### config.mk
export PLATFORM = sky130hd
export DESIGN_NAME = serial_eeprom_id_loader
export DESIGN_NICKNAME = d
export VERILOG_FILES = /design/src/serial_eeprom_id_loader.v /design/src/eeprom_word_reader.v
export VERILOG_INCLUDE_DIRS = /design/src
export SDC_FILE = /design/constraint.sdc
export NUM_CORES = 1
export LEC_CHECK = 0
export BUFFER_PORTS_ARGS = -buffer_cell sky130_fd_sc_hd__buf_2
export CORE_MARGIN = 1
export CORE_UTILIZATION = 58
export DETAILED_ROUTE_END_ITERATION = 8
export PLACE_DENSITY = 0.79
export SETUP_SLACK_MARGIN = 0.3
export SYNTH_ARGS = -nofsm -noshare
export SYNTH_HDL_FRONTEND = slang
export SYNTH_HIERARCHICAL = 1
export SYNTH_SLANG_ARGS = --single-unit
### constraint.sdc
create_clock -name sys_clk -period 2.79 [get_ports sys_clk]
set_clock_uncertainty 0.05 [all_clocks]
set_input_delay 0.1395 -clock sys_clk [delete_from_list [all_inputs] [get_ports sys_clk]]
set_output_delay 0.1395 -clock sys_clk [all_outputs]
set_load 0.05 [all_outputs]
### src/eeprom_loader_regs.vh
// Purpose: Constants for the serial EEPROM identification loader.
// Assumes: Three-wire serial EEPROM organised as 16-bit words.
// Notes:   Word addresses may be changed per part; the opcode width is fixed by the 9-bit command register.
`ifndef EEPROM_LOADER_REGS_VH
`define EEPROM_LOADER_REGS_VH

// ----------------------------------------------------------------------------
// Serial clock and command format.
// ----------------------------------------------------------------------------
`define CLK_DIV_RATIO      256
`define HALF_DIV_CYCLES    128
`define READ_OPCODE        3'h6
`define OPCODE_BITS        3
`define ADDR_BITS          6
`define DATA_BITS          16

// ----------------------------------------------------------------------------
// Word addresses of the identification words.
// ----------------------------------------------------------------------------
`define VENDOR_WORD_ADDR   6'h00
`define SUBSYS_WORD_ADDR   6'h01

// ----------------------------------------------------------------------------
// Reset values of the identification outputs.
// ----------------------------------------------------------------------------
`define VENDOR_ID_RESET    16'h0000
`define SUBSYS_ID_RESET    16'h0000

`endif

### src/serial_eeprom_id_loader.v
// Purpose: Loads vendor and sub-vendor words from a serial EEPROM after reset,
//          then hands the four EEPROM lines to software.
// Assumes: All inputs synchronous to sys_clk.
// Notes:   Control bits are plain ports; no register bus.
//          The select pin floats for four cycles after reset so its pull-up can be sensed.
//          Manual bits take effect one cycle later and are ignored until the load ends.
//          Identification words hold their value until the next reset.
`timescale 1ns/1ps
`default_nettype none
`include "eeprom_loader_regs.vh"

module serial_eeprom_id_loader #(
    parameter HALF_CYCLES = `HALF_DIV_CYCLES
) (
    input  wire        sys_clk,
    input  wire        rstn,
    input  wire        man_clock_bit,
    input  wire        man_select_bit,
    input  wire        man_write_bit,
    input  wire        eeprom_select_in,
    input  wire        eeprom_read_data,
    output reg         eeprom_serial_clock,
    output reg         eeprom_select_out,
    output reg         eeprom_select_oe,
    output reg         eeprom_write_data,
    output reg         man_read_bit_ff,
    output reg  [15:0] vendor_id_ff,
    output reg  [15:0] subsys_vendor_id_ff,
    output reg         eeprom_present_ff,
    output reg         load_done_ff
);

    // ------------------------------------------------------------------------
    // Load sequencer states.
    // ------------------------------------------------------------------------
    localparam ST_SENSE  = 5'h01;
    localparam ST_VENDOR = 5'h02;
    localparam ST_WAIT_V = 5'h04;
    localparam ST_WAIT_S = 5'h08;
    localparam ST_MANUAL = 5'h10;

    // ------------------------------------------------------------------------
    // Sequencer, reader and pin source wiring.
    // ------------------------------------------------------------------------
    reg  [4:0]  state_ff;
    reg  [4:0]  nxt_state;
    reg  [1:0]  sense_cnt_ff;
    reg         rd_start;
    reg  [5:0]  rd_addr;
    wire        rd_sclk;
    wire        rd_sel;
    wire        rd_wbit;
    wire [15:0] rd_word;
    wire        rd_done;
    reg         nxt_serial_clock;
    reg         nxt_select_out;
    reg         nxt_select_oe;
    reg         nxt_write_data;

    // ------------------------------------------------------------------------
    // Word reader with the divided serial clock.
    // ------------------------------------------------------------------------
    eeprom_word_reader #(
        .HALF_CYCLES (HALF_CYCLES)
    ) u_reader (
        .sys_clk      (sys_clk),
        .rstn         (rstn),
        .start        (rd_start),
        .word_addr    (rd_addr),
        .read_bit     (eeprom_read_data),
        .sclk_ff      (rd_sclk),
        .select_ff    (rd_sel),
        .write_bit_ff (rd_wbit),
        .word_ff      (rd_word),
        .done_ff      (rd_done)
    );

    // ------------------------------------------------------------------------
    // Load sequencer.
    // ------------------------------------------------------------------------
    always @* begin
        nxt_state = state_ff;
        rd_start  = 1'b0;
        rd_addr   = `VENDOR_WORD_ADDR;
        case (state_ff)
            ST_SENSE: begin
                if (sense_cnt_ff == 2'h3) begin
                    nxt_state = eeprom_select_in ? ST_VENDOR : ST_MANUAL;
                end
            end
            ST_VENDOR: begin
                rd_start  = 1'b1;
                nxt_state = ST_WAIT_V;
            end
            ST_WAIT_V: begin
                if (rd_done) begin
                    rd_start  = 1'b1;
                    rd_addr   = `SUBSYS_WORD_ADDR;
                    nxt_state = ST_WAIT_S;
                end
            end
            ST_WAIT_S: begin
                if (rd_done) begin
                    nxt_state = ST_MANUAL;
                end
            end
            ST_MANUAL: begin
                nxt_state = ST_MANUAL;
            end
            default: begin
                nxt_state = ST_SENSE;
            end
        endcase
    end

    // ------------------------------------------------------------------------
    // Sequencer state and sense counter.
    // ------------------------------------------------------------------------
    always @(posedge sys_clk or negedge rstn) begin
        if (!rstn) begin
            state_ff     <= ST_SENSE;
            sense_cnt_ff <= 2'h0;
        end else begin
            state_ff <= nxt_state;
            if (state_ff == ST_SENSE) begin
                sense_cnt_ff <= sense_cnt_ff + 2'h1;
            end
        end
    end

    // ------------------------------------------------------------------------
    // Presence flag, taken from the select pin while it is undriven.
    // ------------------------------------------------------------------------
    always @(posedge sys_clk or negedge rstn) begin
        if (!rstn) begin
            eeprom_present_ff <= 1'b0;
        end else if (state_ff == ST_SENSE && sense_cnt_ff == 2'h3) begin
            eeprom_present_ff <= eeprom_select_in;
        end
    end

    // ------------------------------------------------------------------------
    // Identification words, each stored as its transfer completes.
    // ------------------------------------------------------------------------
    always @(posedge sys_clk or negedge rstn) begin
        if (!rstn) begin
            vendor_id_ff        <= `VENDOR_ID_RESET;
            subsys_vendor_id_ff <= `SUBSYS_ID_RESET;
        end else begin
            if (state_ff == ST_WAIT_V && rd_done) begin
                vendor_id_ff <= rd_word;
            end
            if (state_ff == ST_WAIT_S && rd_done) begin
                subsys_vendor_id_ff <= rd_word;
            end
        end
    end

    // ------------------------------------------------------------------------
    // Load done flag and read-data sample.
    // ------------------------------------------------------------------------
    always @(posedge sys_clk or negedge rstn) begin
        if (!rstn) begin
            load_done_ff    <= 1'b0;
            man_read_bit_ff <= 1'b0;
        end else begin
            man_read_bit_ff <= eeprom_read_data;
            if (nxt_state == ST_MANUAL) begin
                load_done_ff <= 1'b1;
            end
        end
    end

    // ------------------------------------------------------------------------
    // Pin source: sensing floats the select pin, the load lends the pins to
    // the word reader, and the manual phase hands them to software.
    // ------------------------------------------------------------------------
    always @* begin
        nxt_serial_clock = eeprom_serial_clock;
        nxt_select_out   = eeprom_select_out;
        nxt_select_oe    = eeprom_select_oe;
        nxt_write_data   = eeprom_write_data;
        if (nxt_state == ST_MANUAL) begin
            nxt_serial_clock = man_clock_bit;
            nxt_select_out   = man_select_bit;
            nxt_select_oe    = 1'b1;
            nxt_write_data   = man_write_bit;
        end else if (nxt_state == ST_SENSE) begin
            nxt_select_oe    = 1'b0;
        end else begin
            nxt_serial_clock = rd_sclk;
            nxt_select_out   = rd_sel;
            nxt_select_oe    = 1'b1;
            nxt_write_data   = rd_wbit;
        end
    end

    // ------------------------------------------------------------------------
    // Pin registers, so that every pin leaves straight from a flip-flop.
    // ------------------------------------------------------------------------
    always @(posedge sys_clk or negedge rstn) begin
        if (!rstn) begin
            eeprom_serial_clock <= 1'b0;
            eeprom_select_out   <= 1'b0;
            eeprom_select_oe    <= 1'b0;
            eeprom_write_data   <= 1'b0;
        end else begin
            eeprom_serial_clock <= nxt_serial_clock;
            eeprom_select_out   <= nxt_select_out;
            eeprom_select_oe    <= nxt_select_oe;
            eeprom_write_data   <= nxt_write_data;
        end
    end

endmodule // serial_eeprom_id_loader
`default_nettype wire

### src/eeprom_word_reader.v
// Purpose: Reads one 16-bit word from a serial EEPROM with a divided clock.
// Assumes: Select active high; command bits change at clock rise, data is taken at fall.
// Notes:   One transfer per start strobe.
`timescale 1ns/1ps
`default_nettype none
`include "eeprom_loader_regs.vh"

module eeprom_word_reader #(
    parameter HALF_CYCLES = `HALF_DIV_CYCLES
) (
    input  wire        sys_clk,
    input  wire        rstn,
    input  wire        start,
    input  wire [5:0]  word_addr,
    input  wire        read_bit,
    output reg         sclk_ff,
    output reg         select_ff,
    output reg         write_bit_ff,
    output reg  [15:0] word_ff,
    output reg         done_ff
);

    localparam CMD_BITS = `OPCODE_BITS + `ADDR_BITS;

    reg        busy_ff;
    reg [7:0]  div_ff;
    reg [5:0]  bit_ff;
    reg [8:0]  cmd_ff;

    wire half_tick = (div_ff == HALF_CYCLES[7:0] - 8'h01);

    // ------------------------------------------------------------------------
    // Command shift and data capture, one bit per divided clock period.
    // ------------------------------------------------------------------------
    always @(posedge sys_clk or negedge rstn) begin
        if (!rstn) begin
            busy_ff      <= 1'b0;
            div_ff       <= 8'h00;
            bit_ff       <= 6'h00;
            cmd_ff       <= 9'h000;
            sclk_ff      <= 1'b0;
            select_ff    <= 1'b0;
            write_bit_ff <= 1'b0;
            word_ff      <= 16'h0000;
            done_ff      <= 1'b0;
        end else begin
            done_ff <= 1'b0;
            if (!busy_ff) begin
                if (start) begin
                    busy_ff      <= 1'b1;
                    select_ff    <= 1'b1;
                    cmd_ff       <= {`READ_OPCODE, word_addr};
                    write_bit_ff <= 1'b0;
                    div_ff       <= 8'h00;
                    bit_ff       <= 6'h00;
                    sclk_ff      <= 1'b0;
                end
            end else if (half_tick) begin
                div_ff  <= 8'h00;
                sclk_ff <= ~sclk_ff;
                if (!sclk_ff) begin
                    if (bit_ff < CMD_BITS[5:0]) begin
                        write_bit_ff <= cmd_ff[8];
                        cmd_ff       <= {cmd_ff[7:0], 1'b0};
                    end else begin
                        write_bit_ff <= 1'b0;
                    end
                end else begin
                    if (bit_ff > CMD_BITS[5:0]) begin
                        word_ff <= {word_ff[14:0], read_bit};
                    end
                    bit_ff <= bit_ff + 6'h01;
                    if (bit_ff == CMD_BITS[5:0] + 6'h10) begin
                        busy_ff   <= 1'b0;
                        select_ff <= 1'b0;
                        done_ff   <= 1'b1;
                    end
                end
            end else begin
                div_ff <= div_ff + 8'h01;
            end
        end
    end

endmodule // eeprom_word_reader
`default_nettype wire

# == Word-level counts from Yosys, hierarchy flattened ==
# Index checks and enable logic that the tools add are counted.
# op_classes
add_sub_neg,3
n_lt_le_gt_ge,2
n_eq_ne,16
muxes,50
n_bitwise,1
n_reduce_logical,10
# op_table
op,n
$mux 9,5
$mux 1,31
$mux 6,5
$pmux 5 s5,1
$mux 8,3
$mux 5,4
$reduce_and 4->1,3
$eq 5x1->1 const B,2
$eq 5x5->1 const B,2
$ne 2x2->1 const B,5
$add 8x1->8 const B,1
$eq 8x7->1 const B,1
$add 6x1->6 const B,1
$eq 6x5->1 const B,1
$gt 6x4->1 const B,1
$lt 6x4->1 const B,1
$reduce_and 3->1,2
$eq 5x2->1 const B,1
$eq 5x3->1 const B,1
$eq 5x4->1 const B,1
$logic_and 1x1->1,3
$add 2x1->2 const B,1
$eq 2x2->1 const B,1
$ne 2x1->1 const B,1
4 further kinds,4
# totals
ff_bits,90
inputBits,7
output_inout_bits,39
elab_cells,102

# == Longest topological paths before layout ==
# Gate-level depths: netlist of run 1.
# depth
depth_word,6
mapped_depth,7
depth_no_buf,6

# == Hierarchy ==
# The synthesis of run 1 kept the hierarchy.
# by_module_without_submodules
module,instances,cells_per_inst,area_per_inst_um2,seq_area_each_um2
eeprom_word_reader,1,173,2095.8,1101.1
serial_eeprom_id_loader,1,133,1938.1,1152.4

# == Worst setup path before layout of run 1 ==
# No wires, ideal clock.
# synth_timing
kind,register to register
from,register state_ff[2]
to,register subsys_vendor_id_ff[0]
setup_time_ns,0.125
arrival_time_ns,1.957
required_ns,2.615
path_slack_ns,0.658
path_stages_with_launch,7
n_path_buf,3
synth_period_minus_slack_ns,2.132
path_cell_list,dfrtp_1 buf_6 or4b_1 or3b_1 buf_6 buf_12 mux2_4
# synth_via
elab_chain_len,2
# synth_lines
element,line_no,source
start: declaration,serial_eeprom_id_loader.v:45,reg [4:0] state_ff;
start signal: assignment,serial_eeprom_id_loader.v:124,state_ff <= nxt_state;
$eq 5x4->1,serial_eeprom_id_loader.v:153,if (state_ff == ST_WAIT_S && rd_done) begin
$logic_and 1x1->1,serial_eeprom_id_loader.v:153,
end signal: assignment,serial_eeprom_id_loader.v:148,subsys_vendor_id_ff <= `SUBSYS_ID_RESET;
end signal: assignment,serial_eeprom_id_loader.v:154,subsys_vendor_id_ff <= rd_word;
end: declaration,serial_eeprom_id_loader.v:28,"output reg [15:0] subsys_vendor_id_ff,"
# Every way passes these cells.
# A chain may end at the register's enable or synchronous reset.

# == Worst setup path after layout of run 1 ==
# layout_timing
from,register state_ff[0]
to,register u_reader.cmd_ff[3]
# layout_via
elab_chain_len,4
word_cells_on_any_way,5
classes_between,2 x eq/ne; 1 x mux; 2 x reduce/logical
# layout_lines
element,line_no,source
$eq 5x3->1 or $eq 5x2->1 (tied branches),serial_eeprom_id_loader.v:85,case (state_ff)
$pmux 1 s2 (*),serial_eeprom_id_loader.v:85,
via rd_start,serial_eeprom_id_loader.v:48,reg rd_start;
$reduce_bool 2->1 (no source line) (*),-,
$reduce_and 4->1 (no source line) (*),-,
end signal: assignment,eeprom_word_reader.v:52,"cmd_ff <= {`READ_OPCODE, word_addr};"
end signal: assignment,eeprom_word_reader.v:64,"cmd_ff <= {cmd_ff[7:0], 1'b0};"
end: declaration,eeprom_word_reader.v:28,reg [8:0] cmd_ff;
# The timed path passes the listed nets; every way through them passes the cells marked *.

==> run metrics, run 1 <==
status finished clean; antenna-violating nets left 0; dpl ws between 0.4 and 0.5 ns; Max Fclk approximately 0.44 GHz; Slew headroom 48.4%; Sw Share 25.0%; WP data required 3.00 ns; CP endpoint kind flop; H-tree level count 3; post-DP HPWL 4.84 mm; Chip Width between 80 and 90 um; CP startpoint kind flop; row cnt 30; peak supply drop 0.000234 V; Total Wirelength 7.20 mm; P_leak about 2.4 nW; drt pass-1 iters 6; top cell type's share of synthesized area around 55%; cell-internal power about 1.7 mW; 1st-iter DRT viols between 150 and 200; area leader, netlist dfrtp_1; main flop type after synthesis dfrtp_1; Gate power share approximately 2.7%; Placement Cell Area between 4000 and 5000 um^2; synthesized area around 4000 um^2; endpoints failing setup 0; Final Cycle Share roughly 82%; crit-path cells or3_1 -> a21oi_1 -> buf_4 -> nand2b_1 -> inv_1 -> a41oi_2 -> mux2_2; Max Cap Viol 0; core area roughly 6800 um^2; register area share after synthesis approximately 56%; Synth cell types 53; CTS buffer count 9; routability cong. approximately 0.80; Area contributors post-synth dfrtp_1 55%, mux2_2 12%, mux2_4 7.4%; height of the die about 85 um; CTS tree yes; routed length per instance between 15 and 20 um; Initial Util roughly three fifths; cts repair resizes 0; initial antenna violation count 0; DR vias around 2.6k; synthesized instance count ~300; Fin. Hold Viols 0; drt drc 0; top-count cell post-synth dfrtp_1; placed instance count approximately 430; die footprint roughly 7300 um^2; Slew Limit Fails 0; vias per cell about 5.7; RSZ-0062 raised after global routing false; synthesized flop and latch total 90; worst hold slack 0.00588 ns; clock power share 38.7%; nets@finish about 380; n_diodes 0; clock network latency to the later pin of the worst-skew pair 0.38 ns; crit-path max FO 9; Tmin final between 2 and 2.5 ns; Clock Path Buffers 2; NetSw roughly 0.56 mW; pin count of the biggest net entering global routing 48; synth cell count leaders 89 x dfrtp_1, 42 x mux2_2, 20 x mux2_4; Synth Area per Inst around 13 um^2; CP max stage delay about 0.60 ns; clock slew at reported path FFs roughly 0.090 ns; Reg power frac ~59%; asr flop ratio synth 100%; io pins 46; Slew @ Worst Pin about 0.76 ns; root buffer cell clkbuf_8; design area 4590 um^2; Layout area overhead 13.8%; synth warn 6; EDFF count, synth 0; total grt overflow 0; PortBufs between 40 and 50; crit path DAT ~2.5 ns; setup TNS 0 ns; CP max-delay cell dfstp_2; cell family with most CP delay flip-flops; Buf/Inv on CP 2; WS Path Type flop to flop; layout cells sized above 1 around 37%; gr usage total about 22%; worst hold path class input port to flop; Final Non-Filler Cells between 400 and 500; clock sinks 90; number of global-route vias before repair 2,580; first-pass GRT wire length approximately 12 mm; slack of the critical path 0.514 ns; Pwr Density between 400 and 500 nW/um^2
## worst register-to-register path, delay by kind of cell, from the launching register on
family | cells | cell delay (ns)
AOI/OAI and AO/OA | 2 | 0.54
buffers and inverters | 2 | 0.25
DFF | 1 | 0.60
muxes | 1 | 0.40
and+or+nand+nor | 2 | 0.34
## metal layers
metal	vias up	part of all wire, %	GRT usage [%]
li1	1223	-	-
met1	1279	46	29.4
met2	53	49	35.9
met3	14	2.9	3.89
met4	0	2.3	10.8
met5	-	0	0
## power groups by stage
stage	clock network, mW	logic (mW)	registers [mW]
3_3_place_gp	0	0.0572	1.34
5_1_grt	0.930	0.0701	1.31
3_5_place_dp	0	0.0582	1.34
4_1_cts	0.876	0.0635	1.31
6_report	0.866	0.0613	1.31
2_1_floorplan	0	0.0101	1.35
## area by class of cell
class | instances | area, um^2
Sequential cell | 90 | 2250
Fill cell | 499 | 2170
Multi-Input combinational cell | 200 | 1670
Timing Repair Buffer | 58 | 338
Clock buffer | 9 | 124
Tap cell | 80 | 100
Clock inverter | 7 | 67.6
Inverter | 10 | 37.5
## registers in the layout (all words and copies together), names as in the netlist
name,flops
eeprom_select_out,1
vendor_id_ff,16
state_ff,5
man_read_bit_ff,1
u_reader/cmd_ff,9
eeprom_present_ff,1
u_reader/write_bit_ff,1
u_reader/done_ff,1
eeprom_select_oe,1
u_reader/div_ff,8
u_reader/select_ff,1
u_reader/sclk_ff,1
u_reader/busy_ff,1
subsys_vendor_id_ff,16
sense_cnt_ff,2
eeprom_serial_clock,1
u_reader/bit_ff,6
load_done_ff,1
eeprom_write_data,1
u_reader/word_ff,16
## path summary, 6_finish.rpt
kind / start / to / slack, ns / cells after the start
worst max-delay path: state_ff[0] / u_reader/cmd_ff[3] / 0.51 / 7
worst min-delay path: man_clock_bit / eeprom_serial_clock / 0.006 / 3
worst max register to register: state_ff[0] / u_reader/cmd_ff[3] / 0.51 / 7
worst min register to register: eeprom_present_ff / eeprom_present_ff / 0.43 / 1
max in group asynchronous: rstn / state_ff[0] / 1.66 / 3
min in group asynchronous: rstn / subsys_vendor_id_ff[0] / 0.25 / 2
## metrics by stage
step	util [%]	total power, mW
3_3_place_gp	64.3	1.40
2_1_floorplan	-	1.36
6_report	67.9	2.24
3_5_place_dp	64.3	1.40
5_1_grt	67.9	2.31
4_1_cts	67.8	2.25
## timing repair
item	4_1_cts	5_1_grt
hold buffers	5	0
setup buffers	0	1
endpoints found under the setup margin	0	8
hold endpoints to repair	50	0
## cell usage in the layout (no fill, tap or decap), drive strengths merged, types with 4 or more instances in the layout
cell type	instances
nor2b	4
conb	5
nor2	12
a21o	5
a2bb2oi	4
mux2	62
inv	15
o21ai	16
nand3	6
nand2	19
dfrtp	89
dlygate4sd3	5
a21oi	5
ha	5
buf	53
and3	4
clkbuf	9
## logic make-up (layout without fill, tap and decap cells)
logic type	after synthesis	count (layout)	synth area share [%]
adder cells (fa/ha/maj)	5	5	1.55
AND/OR/NAND/NOR	73	73	10.4
flip-flops	90	90	55.9
buffers and inverters	20	84	3.10
multiplexers	64	64	19.7
other	1	5	0.0930
XOR/XNOR	5	5	1.09
AO/OA/AOI/OAI	48	48	8.28
(Power assumes the default switching activity.)
==> inputs of run 2 (changes only) <==
- clock period: 2.79 -> 2.1 ns (I/O delays scaled with it)
==> run metrics, run 2 (synthesized netlist as in run 1, its figures left out) <==
status finished clean; clock sinks 90; Tmin final slightly below 2 ns; CTS tree yes; vias per cell roughly 5.8; Multi-input gate area 1860 um^2; post-DP HPWL around 5 mm; CP max-delay cell or4b_4; DR vias around 2.8k; gr usage total approximately a quarter; Slew headroom between 50% and 60%; antenna-violating nets left 0; endpoints failing setup 0; internal reg-to-reg setup slack between 0.1 and 0.15 ns; WS Path Type flop to flop; Fin. Hold Viols 0; biggest regs subsys_vendor_id_ff (16), u_reader/word_ff (16), vendor_id_ff (16); die footprint ~7300 um^2; setup TNS 0 ns; row cnt 30; Finished Core Util 74.9%; n_diodes 0; Final Cycle Share between 90% and 100%; design area 5060 um^2; clock network latency to the later pin of the worst-skew pair roughly 0.36 ns; Max Fclk about 0.51 GHz; root buffer cell clkbuf_8; CP startpoint kind flop; height of the die between 80 and 90 um; peak supply drop around 0.00036 V; commonest non-fill, non-tap cells in the layout 86 x dfrtp_1, 44 x buf_2, 36 x mux2_2, 28 x buf_4, 26 x mux2_4; crit-path max FO 16; routability cong. 0.806; crit path DAT approximately 2.2 ns; crit-path cells or4b_4 -> or3b_4 -> buf_12 -> mux2_4; pin count of the biggest net entering global routing between 40 and 50; RSZ-0062 raised after global routing true; 1st-iter DRT viols 98; commonest non-fill, non-tap cell in the layout dfrtp_1; first-pass GRT wire length between 10 and 15 mm; Placement Cell Area 4510 um^2; register area 2260 um^2; P_leak approximately 2.5 nW; nets@finish roughly 410; Slew Limit Fails 0; routed length per instance approximately 17 um; CP max stage delay between 0.5 and 0.6 ns; io pins 46; layout cells sized above 1 47.0%; worst hold path class input port to async pin; PortBufs 45; drt pass-1 iters 4; drt drc 0; total grt overflow 0; slack of the critical path approximately 0.13 ns; Clock Path Buffers 2; dpl ws 0.0921 ns; number of global-route vias before repair ~2.7k; initial antenna violation count 0; WP data required approximately 2.3 ns; fillcell total approximately 430; Max Cap Viol 0; Initial Util around three fifths; Chip Width ~85 um; CTS buffer count 9; core area 6760 um^2; Layout area overhead 25.5%; Slew @ Worst Pin ~0.63 ns; Total Wirelength 8.15 mm; Pwr Density ~580 nW/um^2; Pwr Total around 2.9 mW; H-tree level count 3; CP endpoint kind flop; clock slew at reported path FFs approximately 0.09 ns
==> run 2: cell count changes in the layout (fill, tap and decap cells not counted), sizes merged <==
| cell | delta |
|---|---|
| a41oi | +1 |
| inv | -5 |
| dlygate4sd3 | +1 |
| clkbuf | +4 |
| clkinv | +3 |
| buf | +24 |
==> run 2: cell type report <==
| type | instances | area share (%) |
|---|---|---|
| clock buffer | 11 | 2.99 |
| clock inverter | 5 | 0.766 |
| inverter | 10 | 0.741 |
| multi-input combinational | 201 | 36.6 |
| sequential | 90 | 44.6 |
| tap | 80 | 1.98 |
| timing repair buffer | 85 | 12.3 |
==> run 2: worst paths after layout <==
kind | start | to | depth (start not counted)
max | state_ff[1] | subsys_vendor_id_ff[9] | 4
min | rstn | subsys_vendor_id_ff[13] | 2
max reg2reg | state_ff[1] | subsys_vendor_id_ff[9] | 4
min reg2reg | load_done_ff | load_done_ff | 1
max in group asynchronous | rstn | u_reader/div_ff[4] | 3
min in group sys_clk | eeprom_read_data | man_read_bit_ff | 2
==> run 2: through the flow <==
step	hold WS [ns]	cells
detailed placement	0.0687	443
finish	0.211	482
CTS	0.225	472
global placement	0.0707	443
floorplan	-0.241	310
global route	0.250	482
==> run 2: where the power goes <==
group | internal, mW | switching (mW)
Combinational | 0.0281 | 0.0572
Clock | 0.498 | 0.596
Sequential | 1.74 | 0.00408
Total | 2.27 | 0.657
==> run 2: worst max-delay path: cells and delay by family (launching register included) <==
family	cells	cell delay (ns)
buffers and inverters	1	0.17
flip-flops	1	0.39
multiplexers	1	0.30
AND/OR/NAND/NOR	2	0.94
==> run 2: metal layers <==
| layer | vias to the layer above | wire length (um) | track usage, % |
|---|---|---|---|
| met1 | 1432 | 3550 | 29.7 |
| li1 | 1285 | - | - |
| met3 | 19 | 275 | 4.28 |
| met2 | 68 | 4140 | 39.6 |
| met5 | - | 0 | 0 |
| met4 | 0 | 183 | 10.5 |
==> run 2: timing repair <==
item,CTS,global route
gates resized for setup,14,19
endpoints found under the hold margin,44,0
hold buffers,6,0
pin swaps,0,1
setup endpoints to repair,64,67
gates cloned,1,2
setup buffers,6,8
